[src/sac_pkg.sv]
package sac_pkg;

  // ==========================================================================
  // Register map: printed offsets are word indices, byte address is 4 x index.
  // ==========================================================================
  localparam int unsigned REG_IDX_W  = 6;
  localparam logic [5:0]  IDX_CTRL1  = 6'h1c;
  localparam logic [5:0]  IDX_CTRL2  = 6'h1d;
  localparam logic [5:0]  IDX_RES_LO = 6'h1e;
  localparam logic [5:0]  IDX_RES_HI = 6'h1f;

  // ==========================================================================
  // Values after reset and after a standby entry.
  // ==========================================================================
  localparam logic [7:0]  CTRL1_RST  = 8'h10;
  localparam logic [5:0]  CTRL2_RST  = 6'h00;
  localparam logic [9:0]  RESULT_RST = 10'h000;

  // ==========================================================================
  // Field positions.
  // ==========================================================================
  localparam int unsigned START_BIT   = 7;
  localparam int unsigned MODE_LSB    = 5;
  localparam int unsigned AIN_DIS_BIT = 4;
  localparam int unsigned CH_LSB      = 0;
  localparam int unsigned LADDER_BIT  = 5;
  localparam int unsigned TIME_LSB    = 1;
  localparam int unsigned DONE_BIT    = 5;
  localparam int unsigned BUSY_BIT    = 4;

  // ==========================================================================
  // Operating mode codes.
  // ==========================================================================
  localparam logic [1:0]  MODE_OFF    = 2'h0;
  localparam logic [1:0]  MODE_SINGLE = 2'h1;
  localparam logic [1:0]  MODE_REPEAT = 2'h3;

  // ==========================================================================
  // Conversion lengths in oscillator clocks (39, 78, 156, 312, 624, 1248).
  // ==========================================================================
  localparam int unsigned CONV_CNT_W = 11;
  localparam logic [10:0] CONV_CLK_0 = 11'h027;
  localparam logic [10:0] CONV_CLK_2 = 11'h04e;
  localparam logic [10:0] CONV_CLK_3 = 11'h09c;
  localparam logic [10:0] CONV_CLK_4 = 11'h138;
  localparam logic [10:0] CONV_CLK_5 = 11'h270;
  localparam logic [10:0] CONV_CLK_6 = 11'h4e0;
  localparam logic [10:0] CONV_NONE  = 11'h000;

  // Maps the time code to a length; reserved codes give zero, meaning no launch.
  function automatic logic [10:0] sac_conv_len(input logic [2:0] code);
    logic [10:0] len;
    len = CONV_NONE;
    unique case (code)
      3'h0: len = CONV_CLK_0;
      3'h2: len = CONV_CLK_2;
      3'h3: len = CONV_CLK_3;
      3'h4: len = CONV_CLK_4;
      3'h5: len = CONV_CLK_5;
      3'h6: len = CONV_CLK_6;
      default: len = CONV_NONE;
    endcase
    return len;
  endfunction

endpackage

[src/sac_conv_if.sv]
interface sac_conv_if
  import sac_pkg::*;
  ();
  logic                  start;
  logic                  abort;
  logic [CONV_CNT_W-1:0] len;
  logic                  busy;
  logic                  done;

  modport ctl (output start, output abort, output len, input busy, input done);
  modport seq (input start, input abort, input len, output busy, output done);
endinterface

[src/sac_sequencer.sv]
module sac_sequencer
  import sac_pkg::*;
  (
  input wire logic clk,
  input wire logic resetn,
  sac_conv_if.seq  conv
  );

  typedef enum logic {SEQ_IDLE, SEQ_CONVERT} sac_seq_state_t;

  sac_seq_state_t        state_q;
  logic [CONV_CNT_W-1:0] cnt_q;

  // ==========================================================================
  // Busy covers the whole count; done marks its final cycle unless aborted.
  // ==========================================================================
  assign conv.busy = (state_q == SEQ_CONVERT);
  assign conv.done = (state_q == SEQ_CONVERT) && (cnt_q == 11'h001) && !conv.abort;

  // A start taken on the done cycle reloads at once, so repeat mode loses no clock.
  always_ff @(posedge clk or negedge resetn)
  begin
    if (!resetn)
    begin
      state_q <= SEQ_IDLE;
      cnt_q   <= CONV_NONE;
    end
    else if (conv.abort)
    begin
      state_q <= SEQ_IDLE;
      cnt_q   <= CONV_NONE;
    end
    else if (conv.start && (state_q == SEQ_IDLE || conv.done))
    begin
      state_q <= SEQ_CONVERT;
      cnt_q   <= conv.len;
    end
    else if (conv.done)
    begin
      state_q <= SEQ_IDLE;
      cnt_q   <= CONV_NONE;
    end
    else if (state_q == SEQ_CONVERT)
    begin
      cnt_q <= cnt_q - 11'h001;
    end
  end

endmodule

[src/sac_result_store.sv]
module sac_result_store
  import sac_pkg::*;
  (
  input  wire logic       clk,
  input  wire logic       resetn,
  input  wire logic       clear,
  input  wire logic       capture,
  input  wire logic [9:0] raw_result,
  output logic      [9:0] result_q
  );

  logic [9:0] meta_q;
  logic [9:0] sync_q;

  // ==========================================================================
  // The analog core settles on its own timing, so its word is synchronised.
  // ==========================================================================
  always_ff @(posedge clk or negedge resetn)
  begin
    if (!resetn)
    begin
      meta_q <= RESULT_RST;
      sync_q <= RESULT_RST;
    end
    else
    begin
      meta_q <= raw_result;
      sync_q <= meta_q;
    end
  end

  // The stored word changes only at completion or a standby clear, so a late read still sees it.
  always_ff @(posedge clk or negedge resetn)
  begin
    if (!resetn)
      result_q <= RESULT_RST;
    else if (capture)
      result_q <= sync_q;
    else if (clear)
      result_q <= RESULT_RST;
  end

endmodule

[src/sac_adc_control.sv]
// Operation
// - Mode field: off, single start, reserved, repeat.
// - Start bit launches, then clears itself.
// - Channel field picks one of sixteen inputs.
// - Bit four set disables analog inputs.
// - Standby resets control registers, blocks writes.
// - Ladder bit keeps ladder always connected.
// - Time code sets conversion length in clocks.
// - Result split: high byte, two low bits.
// - Done flag read-only, cleared by high read.
// - Busy set at start, cleared at end/standby.
// - Low status bits three to zero meaningless.
// - Control two bits seven, six undefined.
// - Single mode start converts selected channel once.
// - Completion stores result, sets done, interrupts together.
// - Repeat restarts at once; mode off aborts.
// - New start clears done, keeps old result.
//
// Local design decision: the Avalon-MM slave port.
module sac_adc_control
  import sac_pkg::*;
  (
  input  wire logic        clk,
  input  wire logic        resetn,
  input  wire logic [7:0]  avs_address,
  input  wire logic        avs_read,
  input  wire logic        avs_write,
  input  wire logic [31:0] avs_writedata,
  input  wire logic [3:0]  avs_byteenable,
  output logic      [31:0] avs_readdata,
  output logic             avs_waitrequest,
  input  wire logic        standby_req,
  input  wire logic [9:0]  adc_result_in,
  output logic      [3:0]  channel_select,
  output logic             analog_in_disable,
  output logic             ladder_connect,
  output logic             conv_active,
  output logic             conv_done_irq
  );

  sac_conv_if conv ();

  logic [7:0]           ctrl1_q;
  logic [5:0]           ctrl2_q;
  logic                 done_q;
  logic                 irq_q;
  logic                 ladder_q;
  logic                 ack_q;
  logic [31:0]          rdata_q;
  logic [9:0]           result;
  logic [REG_IDX_W-1:0] idx;
  logic                 accept;
  logic                 wr_en;
  logic                 wr_ctrl1;
  logic                 wr_ctrl2;
  logic                 rd_high;
  logic [1:0]           conv_op_mode;
  logic [2:0]           time_code;
  logic                 cfg_valid;
  logic                 launch;
  logic                 relaunch;
  logic [7:0]           res_lo_view;

  // ==========================================================================
  // Bus slave: every access waits exactly one cycle, then completes.
  // ==========================================================================

  // One wait state gives a registered read path and a single edge for side effects.
  always_ff @(posedge clk or negedge resetn)
  begin
    if (!resetn)
      ack_q <= 1'b0;
    else
      ack_q <= (avs_read || avs_write) && !ack_q;
  end

  assign avs_waitrequest = (avs_read || avs_write) && !ack_q;
  assign accept          = (avs_read || avs_write) && ack_q;
  assign idx             = avs_address[7:2];

  // Standby blocks every write; only byte lane zero carries register data.
  assign wr_en    = avs_write && ack_q && avs_byteenable[0] && !standby_req;
  assign wr_ctrl1 = wr_en && (idx == IDX_CTRL1);
  assign wr_ctrl2 = wr_en && (idx == IDX_CTRL2);
  assign rd_high  = avs_read && ack_q && (idx == IDX_RES_HI);

  // The four unused low bits of the low register read as zero rather than noise.
  assign res_lo_view = {result[1:0], done_q, conv.busy, 4'h0};

  // Read data are captured in the wait cycle; unmapped words read as zero.
  always_ff @(posedge clk or negedge resetn)
  begin
    if (!resetn)
      rdata_q <= 32'h0000_0000;
    else if (avs_read && !ack_q)
    begin
      unique case (idx)
        IDX_CTRL1:  rdata_q <= {24'h00_0000, ctrl1_q};
        IDX_CTRL2:  rdata_q <= {24'h00_0000, 2'h0, ctrl2_q};
        IDX_RES_LO: rdata_q <= {24'h00_0000, res_lo_view};
        IDX_RES_HI: rdata_q <= {24'h00_0000, result[9:2]};
        default:    rdata_q <= 32'h0000_0000;
      endcase
    end
  end

  assign avs_readdata = rdata_q;

  // ==========================================================================
  // Control registers.
  // ==========================================================================
  assign conv_op_mode = ctrl1_q[MODE_LSB +: 2];
  assign time_code    = ctrl2_q[TIME_LSB +: 3];

  // Reserved codes behave as disabled until software writes a legal one.
  assign cfg_valid = ((conv_op_mode == MODE_SINGLE) || (conv_op_mode == MODE_REPEAT)) &&
                     (sac_conv_len(time_code) != CONV_NONE);

  // A software start is taken only while idle; a busy restart is dropped.
  assign launch   = ctrl1_q[START_BIT] && cfg_valid && !conv.busy;
  assign relaunch = conv.done && (conv_op_mode == MODE_REPEAT) && cfg_valid;

  // The start bit always reads back zero one cycle after it was written.
  always_ff @(posedge clk or negedge resetn)
  begin
    if (!resetn)
      ctrl1_q <= CTRL1_RST;
    else if (standby_req)
      ctrl1_q <= CTRL1_RST;
    else if (wr_ctrl1)
      ctrl1_q <= avs_writedata[7:0];
    else
      ctrl1_q[START_BIT] <= 1'b0;
  end

  // Bits seven and six are not stored; they always read back zero.
  always_ff @(posedge clk or negedge resetn)
  begin
    if (!resetn)
      ctrl2_q <= CTRL2_RST;
    else if (standby_req)
      ctrl2_q <= CTRL2_RST;
    else if (wr_ctrl2)
      ctrl2_q <= avs_writedata[5:0];
  end

  // ==========================================================================
  // Sequencer and result storage.
  // ==========================================================================
  assign conv.start = launch || relaunch;
  assign conv.abort = standby_req || !cfg_valid;
  assign conv.len   = sac_conv_len(time_code);

  sac_sequencer u_seq (
    .clk    (clk),
    .resetn (resetn),
    .conv   (conv)
  );

  // An aborted run never reaches done, so its partial value is never stored.
  sac_result_store u_res (
    .clk        (clk),
    .resetn     (resetn),
    .clear      (standby_req),
    .capture    (conv.done),
    .raw_result (adc_result_in),
    .result_q   (result)
  );

  // ==========================================================================
  // Status flags and interrupt.
  // ==========================================================================

  // Completion wins over a read or restart in the same cycle, so no event is lost.
  always_ff @(posedge clk or negedge resetn)
  begin
    if (!resetn)
      done_q <= 1'b0;
    else if (conv.done)
      done_q <= 1'b1;
    else if (standby_req || rd_high)
      done_q <= 1'b0;
    else if (launch)
      done_q <= 1'b0;
  end

  // One-cycle request, aligned with the done flag.
  always_ff @(posedge clk or negedge resetn)
  begin
    if (!resetn)
      irq_q <= 1'b0;
    else
      irq_q <= conv.done;
  end

  // The ladder draws current, so it is off between runs unless held on.
  always_ff @(posedge clk or negedge resetn)
  begin
    if (!resetn)
      ladder_q <= 1'b0;
    else
      ladder_q <= (ctrl2_q[LADDER_BIT] && !standby_req) || conv.start ||
                  (conv.busy && !conv.done && !conv.abort);
  end

  // ==========================================================================
  // Analog side outputs.
  // ==========================================================================
  assign channel_select    = ctrl1_q[CH_LSB +: 4];
  assign analog_in_disable = ctrl1_q[AIN_DIS_BIT];
  assign ladder_connect    = ladder_q;
  assign conv_active       = conv.busy;
  assign conv_done_irq     = irq_q;

  // ==========================================================================
  // Checks.
  // ==========================================================================
  logic [CONV_CNT_W-1:0] chk_len_q;
  logic [CONV_CNT_W-1:0] chk_run_q;

  // Tracks the length of the run in progress and the cycles spent in it.
  always_ff @(posedge clk or negedge resetn)
  begin
    if (!resetn)
    begin
      chk_len_q <= CONV_NONE;
      chk_run_q <= CONV_NONE;
    end
    else if (conv.start && (!conv.busy || conv.done) && !conv.abort)
    begin
      chk_len_q <= conv.len;
      chk_run_q <= 11'h001;
    end
    else if (conv.busy)
      chk_run_q <= chk_run_q + 11'h001;
  end
endmodule

[config.mk]
export PLATFORM = sky130hd
export DESIGN_NAME = sac_adc_control
export DESIGN_NICKNAME = d
export VERILOG_FILES = /design/src/sac_pkg.sv /design/src/sac_conv_if.sv /design/src/sac_sequencer.sv /design/src/sac_result_store.sv /design/src/sac_adc_control.sv
export SDC_FILE = /design/constraint.sdc
export NUM_CORES = 1
export LEC_CHECK = 0
export BUFFER_PORTS_ARGS = -buffer_cell sky130_fd_sc_hd__buf_2
export CORE_MARGIN = 3
export CORE_UTILIZATION = 40
export CTS_BUF_LIST = sky130_fd_sc_hd__clkbuf_4
export CTS_CLUSTER_SIZE = 20
export DETAILED_ROUTE_END_ITERATION = 8
export GPL_ROUTABILITY_DRIVEN = 0
export SKIP_LAST_GASP = 1
export SLEW_MARGIN = 20
export SYNTH_ARGS = -nofsm -noshare
export SYNTH_HDL_FRONTEND = slang
export SYNTH_SLANG_ARGS = --single-unit
export TNS_END_PERCENT = 1
[constraint.sdc]
create_clock -name clk -period 3.05 [get_ports clk]
set_clock_uncertainty 0.1 [all_clocks]
set_input_delay 0.1525 -clock clk [delete_from_list [all_inputs] [get_ports clk]]
set_output_delay 0.1525 -clock clk [all_outputs]
set_load 0.01 [all_outputs]
==> impl_metrics.tcl, run 1 <==
set metrics [dict create \
    start_util_pct 42.29 \
    clk_path_buf_depth 2 \
    r2r_slack_ns 0.75 \
    ys.flop_type "dfrtp_1" \
    grt_use_met2_pct 26.30 \
    ctsResizeCount 0 \
    seq_area_frac_synth_pct 50.54 \
    antenna_left 0 \
    hold_end "avs_readdata[7]$_DFFE_PN0P_" \
    async_flop_share_pct 100.0 \
    fp.coreArea_um2 7968 \
    ys_top_cells_by_count "dfrtp_1 (67), nand2_1 (35), buf_4 (28), o21ai_0 (28), nor2_1 (24)" \
    setup_violations 0 \
    status "completed" \
    cts.reportedPaths.clkPinSlew_ns 0.13 \
    crit_path_end_kind "flip-flop" \
    use_met1_pct 22.59 \
    ir_worst_vdd_uv 250.0 \
    netlist.area_leader.share_pct 49.76 \
    met3_usage_pct 3.714 \
    ys_ff_latch 68 \
    pwr_density_cell_nw_per_um2 399.7 \
    numCtsBuffers 9 \
    first_global_vias 2541 \
    totalWireLength_um 7492 \
    finalHoldViolCount 0 \
    drt_iter0_markers 137 \
    synth-edff-count 0 \
    holdPathStages 3 \
    timing.hold.ws_ns 0.07067 \
    fin_nets 451 \
    port_buffers 46 \
    leakagePower_nw 1.867 \
    critical_path_arrival_ns 2.52 \
    fillers 780 \
    clk_latency_ns 0.42 \
    yosysWarnings 0 \
    required_ns 3.27 \
    synth.most_common_cell "dfrtp_1" \
    yosys.area.top_type "dfrtp_1" \
    dieArea_um2 9561 \
    synthesis.area_um2 3369 \
    worstHoldStart "avs_address[2]" \
    antenna_found_initial 0 \
    dpl.hpwl_um 5207 \
    syn_inst 325 \
    drive_gt1_share_pct 22.53 \
    htree_levels 3 \
    cap_violations 0 \
    rsz0062_at_grt "false" \
    drv_slew 0 \
    ys_types 60 \
    die_h_um 97.78 \
    path_max_fanout 6 \
    tritoncts "built" \
    track_usage_pct 16.36 \
    vias_per_cell 5.199 \
    finalSetupTns_ns 0 \
    die-width_um 97.78 \
    worst_setup_path_start_kind "flip-flop" \
    drtPass1Iterations 4 \
    clock_sinks 68 \
    multi_input_area_um2 1401 \
    root_buffer "clkbuf_4" \
    hold_path_class "input port to flip-flop" \
    vias 2584 \
    reg2reg_to "u_seq.cnt_q[3]$_DFFE_PN0P_" \
    area_delta_synth_final_pct 14.89 \
    postSynthAreaPerCell_um2 10.37 \
    fin_crit_ns 2.300 \
    grt.busiest_layer "met2" \
    fmax_mhz 434.8 \
    drc_errors 0 \
    grt_pass1_wl_um 12710 \
    synthTopCellsByArea "dfrtp_1 (50%), buf_4 (6.2%), o21ai_0 (4.2%), nand2_1 (3.9%), mux2i_1 (3.6%)" \
    wl_per_cell_um 15.07 \
    grt_max_degree 35 \
    worst_pin_slew_ns 0.7736 \
    n_antenna_cell 0 \
    rows 32 \
    ff_latch_area_um2 1703 \
    slew_headroom_pct 48.42 \
    critPathKind "flip-flop to flip-flop" \
    grt_overflow 0 \
    finalCritPeriodShare_pct 75.40 \
    num_io_pins 100 \
    reg2reg_depth 5 \
    r2r_start "u_seq.cnt_q[4]$_DFFE_PN0P_" \
]
-- through the flow --
| stage | cell area [um^2] | setup slack, ns | utilization [%] | total power [mW] | instances |
|---|---|---|---|---|---|
| floorplan | 3456 | 0.8674 | - | 0.9994 | 348 |
| CTS | 3871 | 0.7448 | 48.59 | 1.563 | 497 |
| global route | 3871 | 0.5419 | 48.59 | 1.607 | 497 |
| global placement | 3541 | 0.7716 | 44.44 | 1.025 | 460 |
| detailed placement | 3541 | 0.7833 | 44.44 | 1.026 | 460 |
| finish | 3871 | 0.7502 | 48.59 | 1.548 | 497 |
-- power by group --
part,switching (mW),internal [mW],total [mW]
logic,0.0645,0.0423,0.107
registers,0.00437,0.916,0.921
clock network,0.351,0.169,0.520
-- cell usage in the layout, fill, tap and decap left out, types with 12 or more instances in the layout --
master,n
o21ai_0,28
conb_1,24
dlygate4sd3_1,21
nand2_1,35
mux2i_1,12
buf_2,46
nor2_1,24
nand2b_1,12
dfrtp_1,67
-- critical path, stage by stage (launching register included) --
cell      delay [ns]
dfrtp_1         0.46
or4_4           0.55
or4_4           0.53
a211oi_2        0.21
o21ai_1         0.08
a32o_1          0.27
-- per-layer routing --
layer,share of wire (%),vias to the layer above
li1,-,1227
met1,47,1255
met2,46,93
met3,5.8,9
met4,1.0,0
met5,0,-
-- cell type report --
type | instances | area share [%]
multi-input combinational | 229 | 36.20
clock inverter | 7 | 1.357
sequential | 68 | 43.99
tap | 102 | 3.297
inverter | 9 | 0.8727
clock buffer | 9 | 1.745
timing repair buffer | 73 | 12.54
-- how the worst max path moves through the flow --
stage / start / cells past startpoint / to
2_1_floorplan: u_seq.cnt_q[4]$_DFFE_PN0P_ / 5 / u_seq.cnt_q[3]$_DFFE_PN0P_
3_3_place_gp: u_seq.cnt_q[4]$_DFFE_PN0P_ / 5 / u_seq.cnt_q[7]$_DFFE_PN0P_
3_5_place_dp: ctrl2_q[3]$_DFFE_PN0P_ / 5 / u_seq.cnt_q[4]$_DFFE_PN0P_
4_1_cts: u_seq.cnt_q[4]$_DFFE_PN0P_ / 5 / u_seq.cnt_q[7]$_DFFE_PN0P_
5_1_grt: ctrl2_q[3]$_DFFE_PN0P_ / 5 / u_seq.cnt_q[4]$_DFFE_PN0P_
6_report: u_seq.cnt_q[4]$_DFFE_PN0P_ / 5 / u_seq.cnt_q[3]$_DFFE_PN0P_
-- cell families after synthesis --
family,Yosys count,synth area share [%]
AO/OA/AOI/OAI,65,13.07
flip-flops,68,50.54
other,1,0.1113
adder cells (fa/ha/maj),2,0.7425
buffers and inverters,51,10.43
XOR/XNOR,2,0.5200
multiplexers,16,5.570
AND/OR/NAND/NOR,120,19.01
-- state kept, by name, indices dropped and copies added (netlist names) --
signal and flops:
ack_q 1, avs_readdata 8, conv_done_irq 1, ctrl1_q 8, ctrl2_q 6, done_q 1
ladder_connect 1, u_res.meta_q 10, u_res.result_q 10, u_res.sync_q 10, u_seq.cnt_q 11, u_seq.conv.busy 1
-- what timing repair did --
| item | 4_1_cts | 5_1_grt |
|---|---|---|
| hold buffers | 21 | 0 |
| endpoints found under the hold margin | 56 | 0 |
| buffers inserted | 0 | 0 |
| endpoints found under the setup margin | 0 | 0 |
No activity file was read; power rests on OpenSTA's default activity.
==> run 2, diff against run 1 <==
PLACE_DENSITY = 0.67   (was unset)
clock period = 1.9 ns   (was 3.05 ns; I/O delays follow)
==> run 2 against run 1 <==
Register-to-register slack lost 1.0 ns. Largest cell class unchanged. Clock-buffer cell count unchanged. Critical endpoint is now u_seq.cnt_q[7]$_DFFE_PN0P_. Largest power group unchanged. Die area is the same. Total power increased by 78%. The flow now finishes with violations (setup timing). Maximum frequency up 5.8%.
==> impl_metrics.tcl, run 2 (synthesis results as in run 1) <==
set metrics [dict create \
    post_dp_cell_area_um2 3934 \
    r2r_slack_ns -0.27 \
    required_ns 2.09 \
    critPathKind "flip-flop to flip-flop" \
    rsz0062_at_grt "true" \
    htree_levels 3 \
    drtPass1Iterations 5 \
    finalHoldViolCount 0 \
    wl_per_cell_um 14.60 \
    die-width_um 97.78 \
    drive_gt1_share_pct 31.31 \
    largest_register "u_seq.cnt_q" \
    leakagePower_nw 2.157 \
    num_io_pins 100 \
    largest_reg_flops 11 \
    fin_crit_ns 2.173 \
    dpl.hpwl_um 5724 \
    reg2reg_depth 5 \
    timing.hold.ws_ns 0.01359 \
    p_switching_mw 0.6662 \
    clk_latency_ns 0.42 \
    hold_end "avs_readdata[7]$_DFFE_PN0P_" \
    grt_max_degree 69 \
    n_antenna_cell 0 \
    finalCritPeriodShare_pct 114.4 \
    track_usage_pct 17.62 \
    antenna_left 0 \
    holdPathStages 3 \
    numCtsBuffers 9 \
    first_global_vias 2755 \
    port_buffers 46 \
    setup_violations 22 \
    dieArea_um2 9561 \
    worst_setup_path_start_kind "flip-flop" \
    pwr_density_cell_nw_per_um2 637.8 \
    rows 32 \
    violations "setup timing" \
    drt_iter0_markers 170 \
    area_delta_synth_final_pct 27.92 \
    status "finished with violations" \
    ir_worst_vdd_uv 566.0 \
    start_util_pct 42.29 \
    clk_path_buf_depth 2 \
    final_cell_mix "dfrtp_1 (67), buf_4 (53), buf_2 (46), nand2_1 (35), o21ai_0 (28)" \
    grt_pass1_wl_um 13440 \
    totalWireLength_um 7973 \
    p_clk_share_pct 39.9 \
    fillers 721 \
    worst_pin_slew_ns 0.5035 \
    die_h_um 97.78 \
    cts.reportedPaths.clkPinSlew_ns 0.12 \
    power_frac_seq_pct 53.8 \
    r2r_start "u_seq.cnt_q[5]$_DFFE_PN0P_" \
    clock_sinks 68 \
    antenna_found_initial 0 \
    tritoncts "built" \
    slew_headroom_pct 66.38 \
    fp.coreArea_um2 7968 \
    root_buffer "clkbuf_4" \
    worstHoldStart "avs_address[2]" \
    post-route-cell-area_um2 4310 \
    mostFrequentLayoutCell "dfrtp_1" \
    critical_path_arrival_ns 2.37 \
    pwr-share-comb_pct 6.3 \
    vias 2775 \
    grt_overflow 0 \
    final_util_pct 54.10 \
    cap_violations 0 \
    fin_ws_ns -0.2730 \
    drc_errors 0 \
    fmax_mhz 460.2 \
    cts_setup_buffers 0 \
    reg2reg_to "u_seq.cnt_q[7]$_DFFE_PN0P_" \
    fin_nets 500 \
    path_max_fanout 8 \
    hold_path_class "input port to flip-flop" \
    crit_path_end_kind "flip-flop" \
    vias_per_cell 5.082 \
    drv_slew 0 \
    switching_share_pct 24.23 \
    power.internal_mw 2.083 \
    ctsResizeCount 0 \
]
-- run 2: changes by cell type in the layout (fill, tap and decap cells not counted) --
cell,delta
buf_4,+47
buf_12,+2
bufinv_16,+2
clkinvlp_4,-2
clkinv_1,-1
clkinv_2,+1
-- run 2: what timing repair did --
item | in CTS | in global routing
cloned | 0 | 0
setup endpoints to repair | 22 | 29
pin swaps | 1 | 0
hold buffers | 21 | 0
hold endpoints to repair | 93 | 0
-- run 2: worst max path at each step --
stage,end,startpoint
floorplan,u_seq.cnt_q[3]$_DFFE_PN0P_,u_seq.cnt_q[6]$_DFFE_PN0P_
global placement,u_seq.cnt_q[10]$_DFFE_PN0P_,u_seq.cnt_q[5]$_DFFE_PN0P_
detailed placement,u_seq.cnt_q[7]$_DFFE_PN0P_,u_seq.cnt_q[1]$_DFFE_PN0P_
CTS,u_seq.cnt_q[7]$_DFFE_PN0P_,u_seq.cnt_q[5]$_DFFE_PN0P_
global route,u_seq.cnt_q[10]$_DFFE_PN0P_,u_seq.cnt_q[1]$_DFFE_PN0P_
finish,u_seq.cnt_q[7]$_DFFE_PN0P_,u_seq.cnt_q[5]$_DFFE_PN0P_
-- run 2: cell type report --
class / instances / area [um^2] / area share (%)
clock buffers: 9 / 67.56 / 1.567
clock inverters: 7 / 98.84 / 2.293
well taps: 102 / 127.6 / 2.961
repair buffers: 122 / 878.3 / 20.38
inverters: 9 / 33.78 / 0.7837
multi-input cells: 229 / 1401 / 32.51
flip-flops and latches: 68 / 1703 / 39.51
-- run 2: metrics by stage --
step	total power, mW	cells	setup slack [ns]	setup TNS, ns
2_1_floorplan	1.604	348	-0.1697	-1.042
3_3_place_gp	1.646	509	-0.1835	-2.184
3_5_place_dp	1.648	509	-0.2711	-3.323
4_1_cts	2.770	546	-0.2708	-3.770
5_1_grt	2.857	546	-0.3761	-6.694
6_report	2.749	546	-0.2730	-3.808
-- run 2: power by group through the flow --
| stage | combinational, mW | clock (mW) | sequential (mW) |
|---|---|---|---|
| floorplan | 0.0996 | 0 | 1.50 |
| global placement | 0.141 | 0 | 1.51 |
| detailed placement | 0.142 | 0 | 1.51 |
| CTS | 0.175 | 1.12 | 1.48 |
| global route | 0.194 | 1.18 | 1.48 |
| finish | 0.174 | 1.10 | 1.48 |
-- run 2: critical path: stages (launching register included) --
cell and delay [ns]:
dfrtp_1 0.40, or4_4 0.57, or4_4 0.47, a21boi_4 0.28, nand3_1 0.10, o311ai_0 0.13
-- run 2: per-layer routing --
layer	part of all wire, %	routed length [um]	track usage (%)
met4	1.6	124	6.177
met5	0	0	0
met2	46	3640	26.73
met1	46	3685	24.62
met3	6.5	522	4.500
==> run 3, diff against run 2 <==
clock period = 1.8 ns   (was 1.9 ns; I/O delays follow)
==> run 3 against run 2 <==
The run still ends with setup timing left. Sequential share of layout area increased by 0.10 points. Global-route usage increased by 0.16 points. Combinational power rose by 12%. Utilization decreased by 0.14 points. Flip-flop and latch count is the same. Register-to-register slack worse by 0.11 ns. Sequential power grew 5%. Final area is 0.26% lower. Via count up 1.2%. Final cell count rose by 0.55%. Clock-buffer cell count is the same. Clock power fell by 21%. Critical path type unchanged. Highest routed layer unchanged.
==> impl_metrics.tcl, run 3 (synthesis results as in run 1) <==
set metrics [dict create \
    status "finished with violations" \
    violations "setup timing" \
    num_io_pins 100 \
    largest_register "u_seq.cnt_q" \
    final_util_pct 53.96 \
    path_cells "ha_1 > nand4bb_2 > or4_4 > a21boi_4 > nand2_1 > o211ai_1" \
    finalPower_mw 2.626 \
    path_max_fanout 8 \
    drtPass1Iterations 4 \
    grt_max_degree 28 \
    fin_nets 503 \
    crit_path_end_kind "flip-flop" \
    cts.reportedPaths.clkPinSlew_ns 0.12 \
    drc_errors 0 \
    final_cell_mix "dfrtp_1 (67), buf_4 (55), buf_2 (46), nand2_1 (35), o21ai_0 (28)" \
    timing.hold.ws_ns 0.02790 \
    grt_overflow 0 \
    wl_per_cell_um 14.83 \
    mostFrequentLayoutCell "dfrtp_1" \
    n_antenna_cell 0 \
    worstHoldStart "avs_address[2]" \
    reg2reg_to "u_seq.cnt_q[10]$_DFFE_PN0P_" \
    fin_ws_ns -0.3873 \
    antenna_found_initial 0 \
    drt_iter0_markers 135 \
    area_delta_synth_final_pct 27.59 \
    vias_per_cell 5.113 \
    r2r_slack_ns -0.39 \
    hold_path_class "input port to flip-flop" \
    hold_end "avs_readdata[7]$_DFFE_PN0P_" \
    first_global_vias 2765 \
    finalCritPeriodShare_pct 121.5 \
    worst_setup_path_start_kind "flip-flop" \
    drive_gt1_share_pct 31.77 \
    antenna_left 0 \
    root_buffer "clkbuf_4" \
    critical_path_arrival_ns 2.42 \
    leakagePower_nw 2.157 \
    start_util_pct 42.29 \
    pwr_density_cell_nw_per_um2 610.9 \
    die_h_um 97.78 \
    clock_sinks 68 \
    clk_path_buf_depth 2 \
    reg2reg_depth 6 \
    finalHoldViolCount 0 \
    fmax_mhz 457.2 \
    worst_pin_slew_ns 0.5349 \
    cap_violations 0 \
    totalWireLength_um 8141 \
    crit_slowest_cell "or4_4" \
    track_usage_pct 17.77 \
    rsz0062_at_grt "true" \
    fp.coreArea_um2 7968 \
    htree_levels 3 \
    grt_pass1_wl_um 13520 \
    ir_worst_vdd_uv 462.4 \
    tritoncts "built" \
    drv_slew 0 \
    dieArea_um2 9561 \
    vias 2807 \
    clk_latency_ns 0.42 \
    ctsResizeCount 0 \
    port_buffers 46 \
    required_ns 2.03 \
    fin_crit_ns 2.187 \
    holdPathStages 3 \
    largest_reg_flops 11 \
    dpl.hpwl_um 6143 \
    r2r_start "u_seq.cnt_q[0]$_DFFE_PN0P_" \
    die-width_um 97.78 \
    setup_violations 24 \
    slew_headroom_pct 64.34 \
    cpPeakStageDelay_ns 0.61 \
    numCtsBuffers 9 \
    rows 32 \
    critPathKind "flip-flop to flip-flop" \
]
-- run 3: changes by cell type in the layout (fill, tap and decap cells not counted) --
cell       before  now
clkinv_4        2    3
buf_12          2    3
bufinv_16       2    0
clkinv_2        1    2
buf_4          53   55
-- run 3: timing repair --
item | CTS | global route
hold endpoints to repair | 93 | 0
pin swaps | 1 | 0
endpoints found under the setup margin | 24 | 33
buffers inserted | 2 | 0
hold buffers | 21 | 0
cloned | 0 | 0
-- run 3: per-layer routing --
layer / routed length [um] / global-route usage, %
met1: 3579 / 24.86
met2: 3789 / 27.41
met3: 663 / 4.143
met4: 109 / 5.857
met5: 0 / 0
-- run 3: critical path, delay by kind of cell, from the launching register on --
family / cells / cell delay [ns]
compound gates: 2 / 0.46
fa+ha+maj: 1 / 0.19
flops: 1 / 0.44
simple gates: 3 / 0.90
-- run 3: area by class of cell --
type                       count  area, um^2
inverter                       9       33.78
clock inverter                 7       52.55
timing repair buffer         125       913.4
clock buffer                   9       67.56
fill                         721        3669
multi-input combinational    229        1401
tap                          102       127.6
sequential                    68        1703
-- run 3: worst max-delay path by stage --
stage / from / to
2_1_floorplan: u_seq.cnt_q[6]$_DFFE_PN0P_ / u_seq.cnt_q[3]$_DFFE_PN0P_
5_1_grt: u_seq.cnt_q[1]$_DFFE_PN0P_ / u_seq.cnt_q[10]$_DFFE_PN0P_
4_1_cts: u_seq.cnt_q[0]$_DFFE_PN0P_ / u_seq.cnt_q[10]$_DFFE_PN0P_
3_5_place_dp: u_seq.cnt_q[0]$_DFFE_PN0P_ / u_seq.cnt_q[10]$_DFFE_PN0P_
3_3_place_gp: u_seq.cnt_q[5]$_DFFE_PN0P_ / u_seq.cnt_q[10]$_DFFE_PN0P_
6_report: u_seq.cnt_q[0]$_DFFE_PN0P_ / u_seq.cnt_q[10]$_DFFE_PN0P_
-- run 3: metrics by stage --
stage	cell area, um^2	setup TNS, ns	cells	setup slack (ns)
4_1_cts	4299	-5.627	549	-0.3868
3_3_place_gp	3954	-4.486	510	-0.2874
6_report	4299	-6.025	549	-0.3873
2_1_floorplan	3462	-2.457	348	-0.2697
5_1_grt	4299	-8.657	549	-0.5426
3_5_place_dp	3954	-5.244	510	-0.3602
-- run 3: power breakdown --
part / switching, mW / leakage, nW / internal (mW)
combinational: 0.112 / 1.19 / 0.0835
sequential: 0.00771 / 0.899 / 1.55
clock: 0.581 / 0.0663 / 0.289
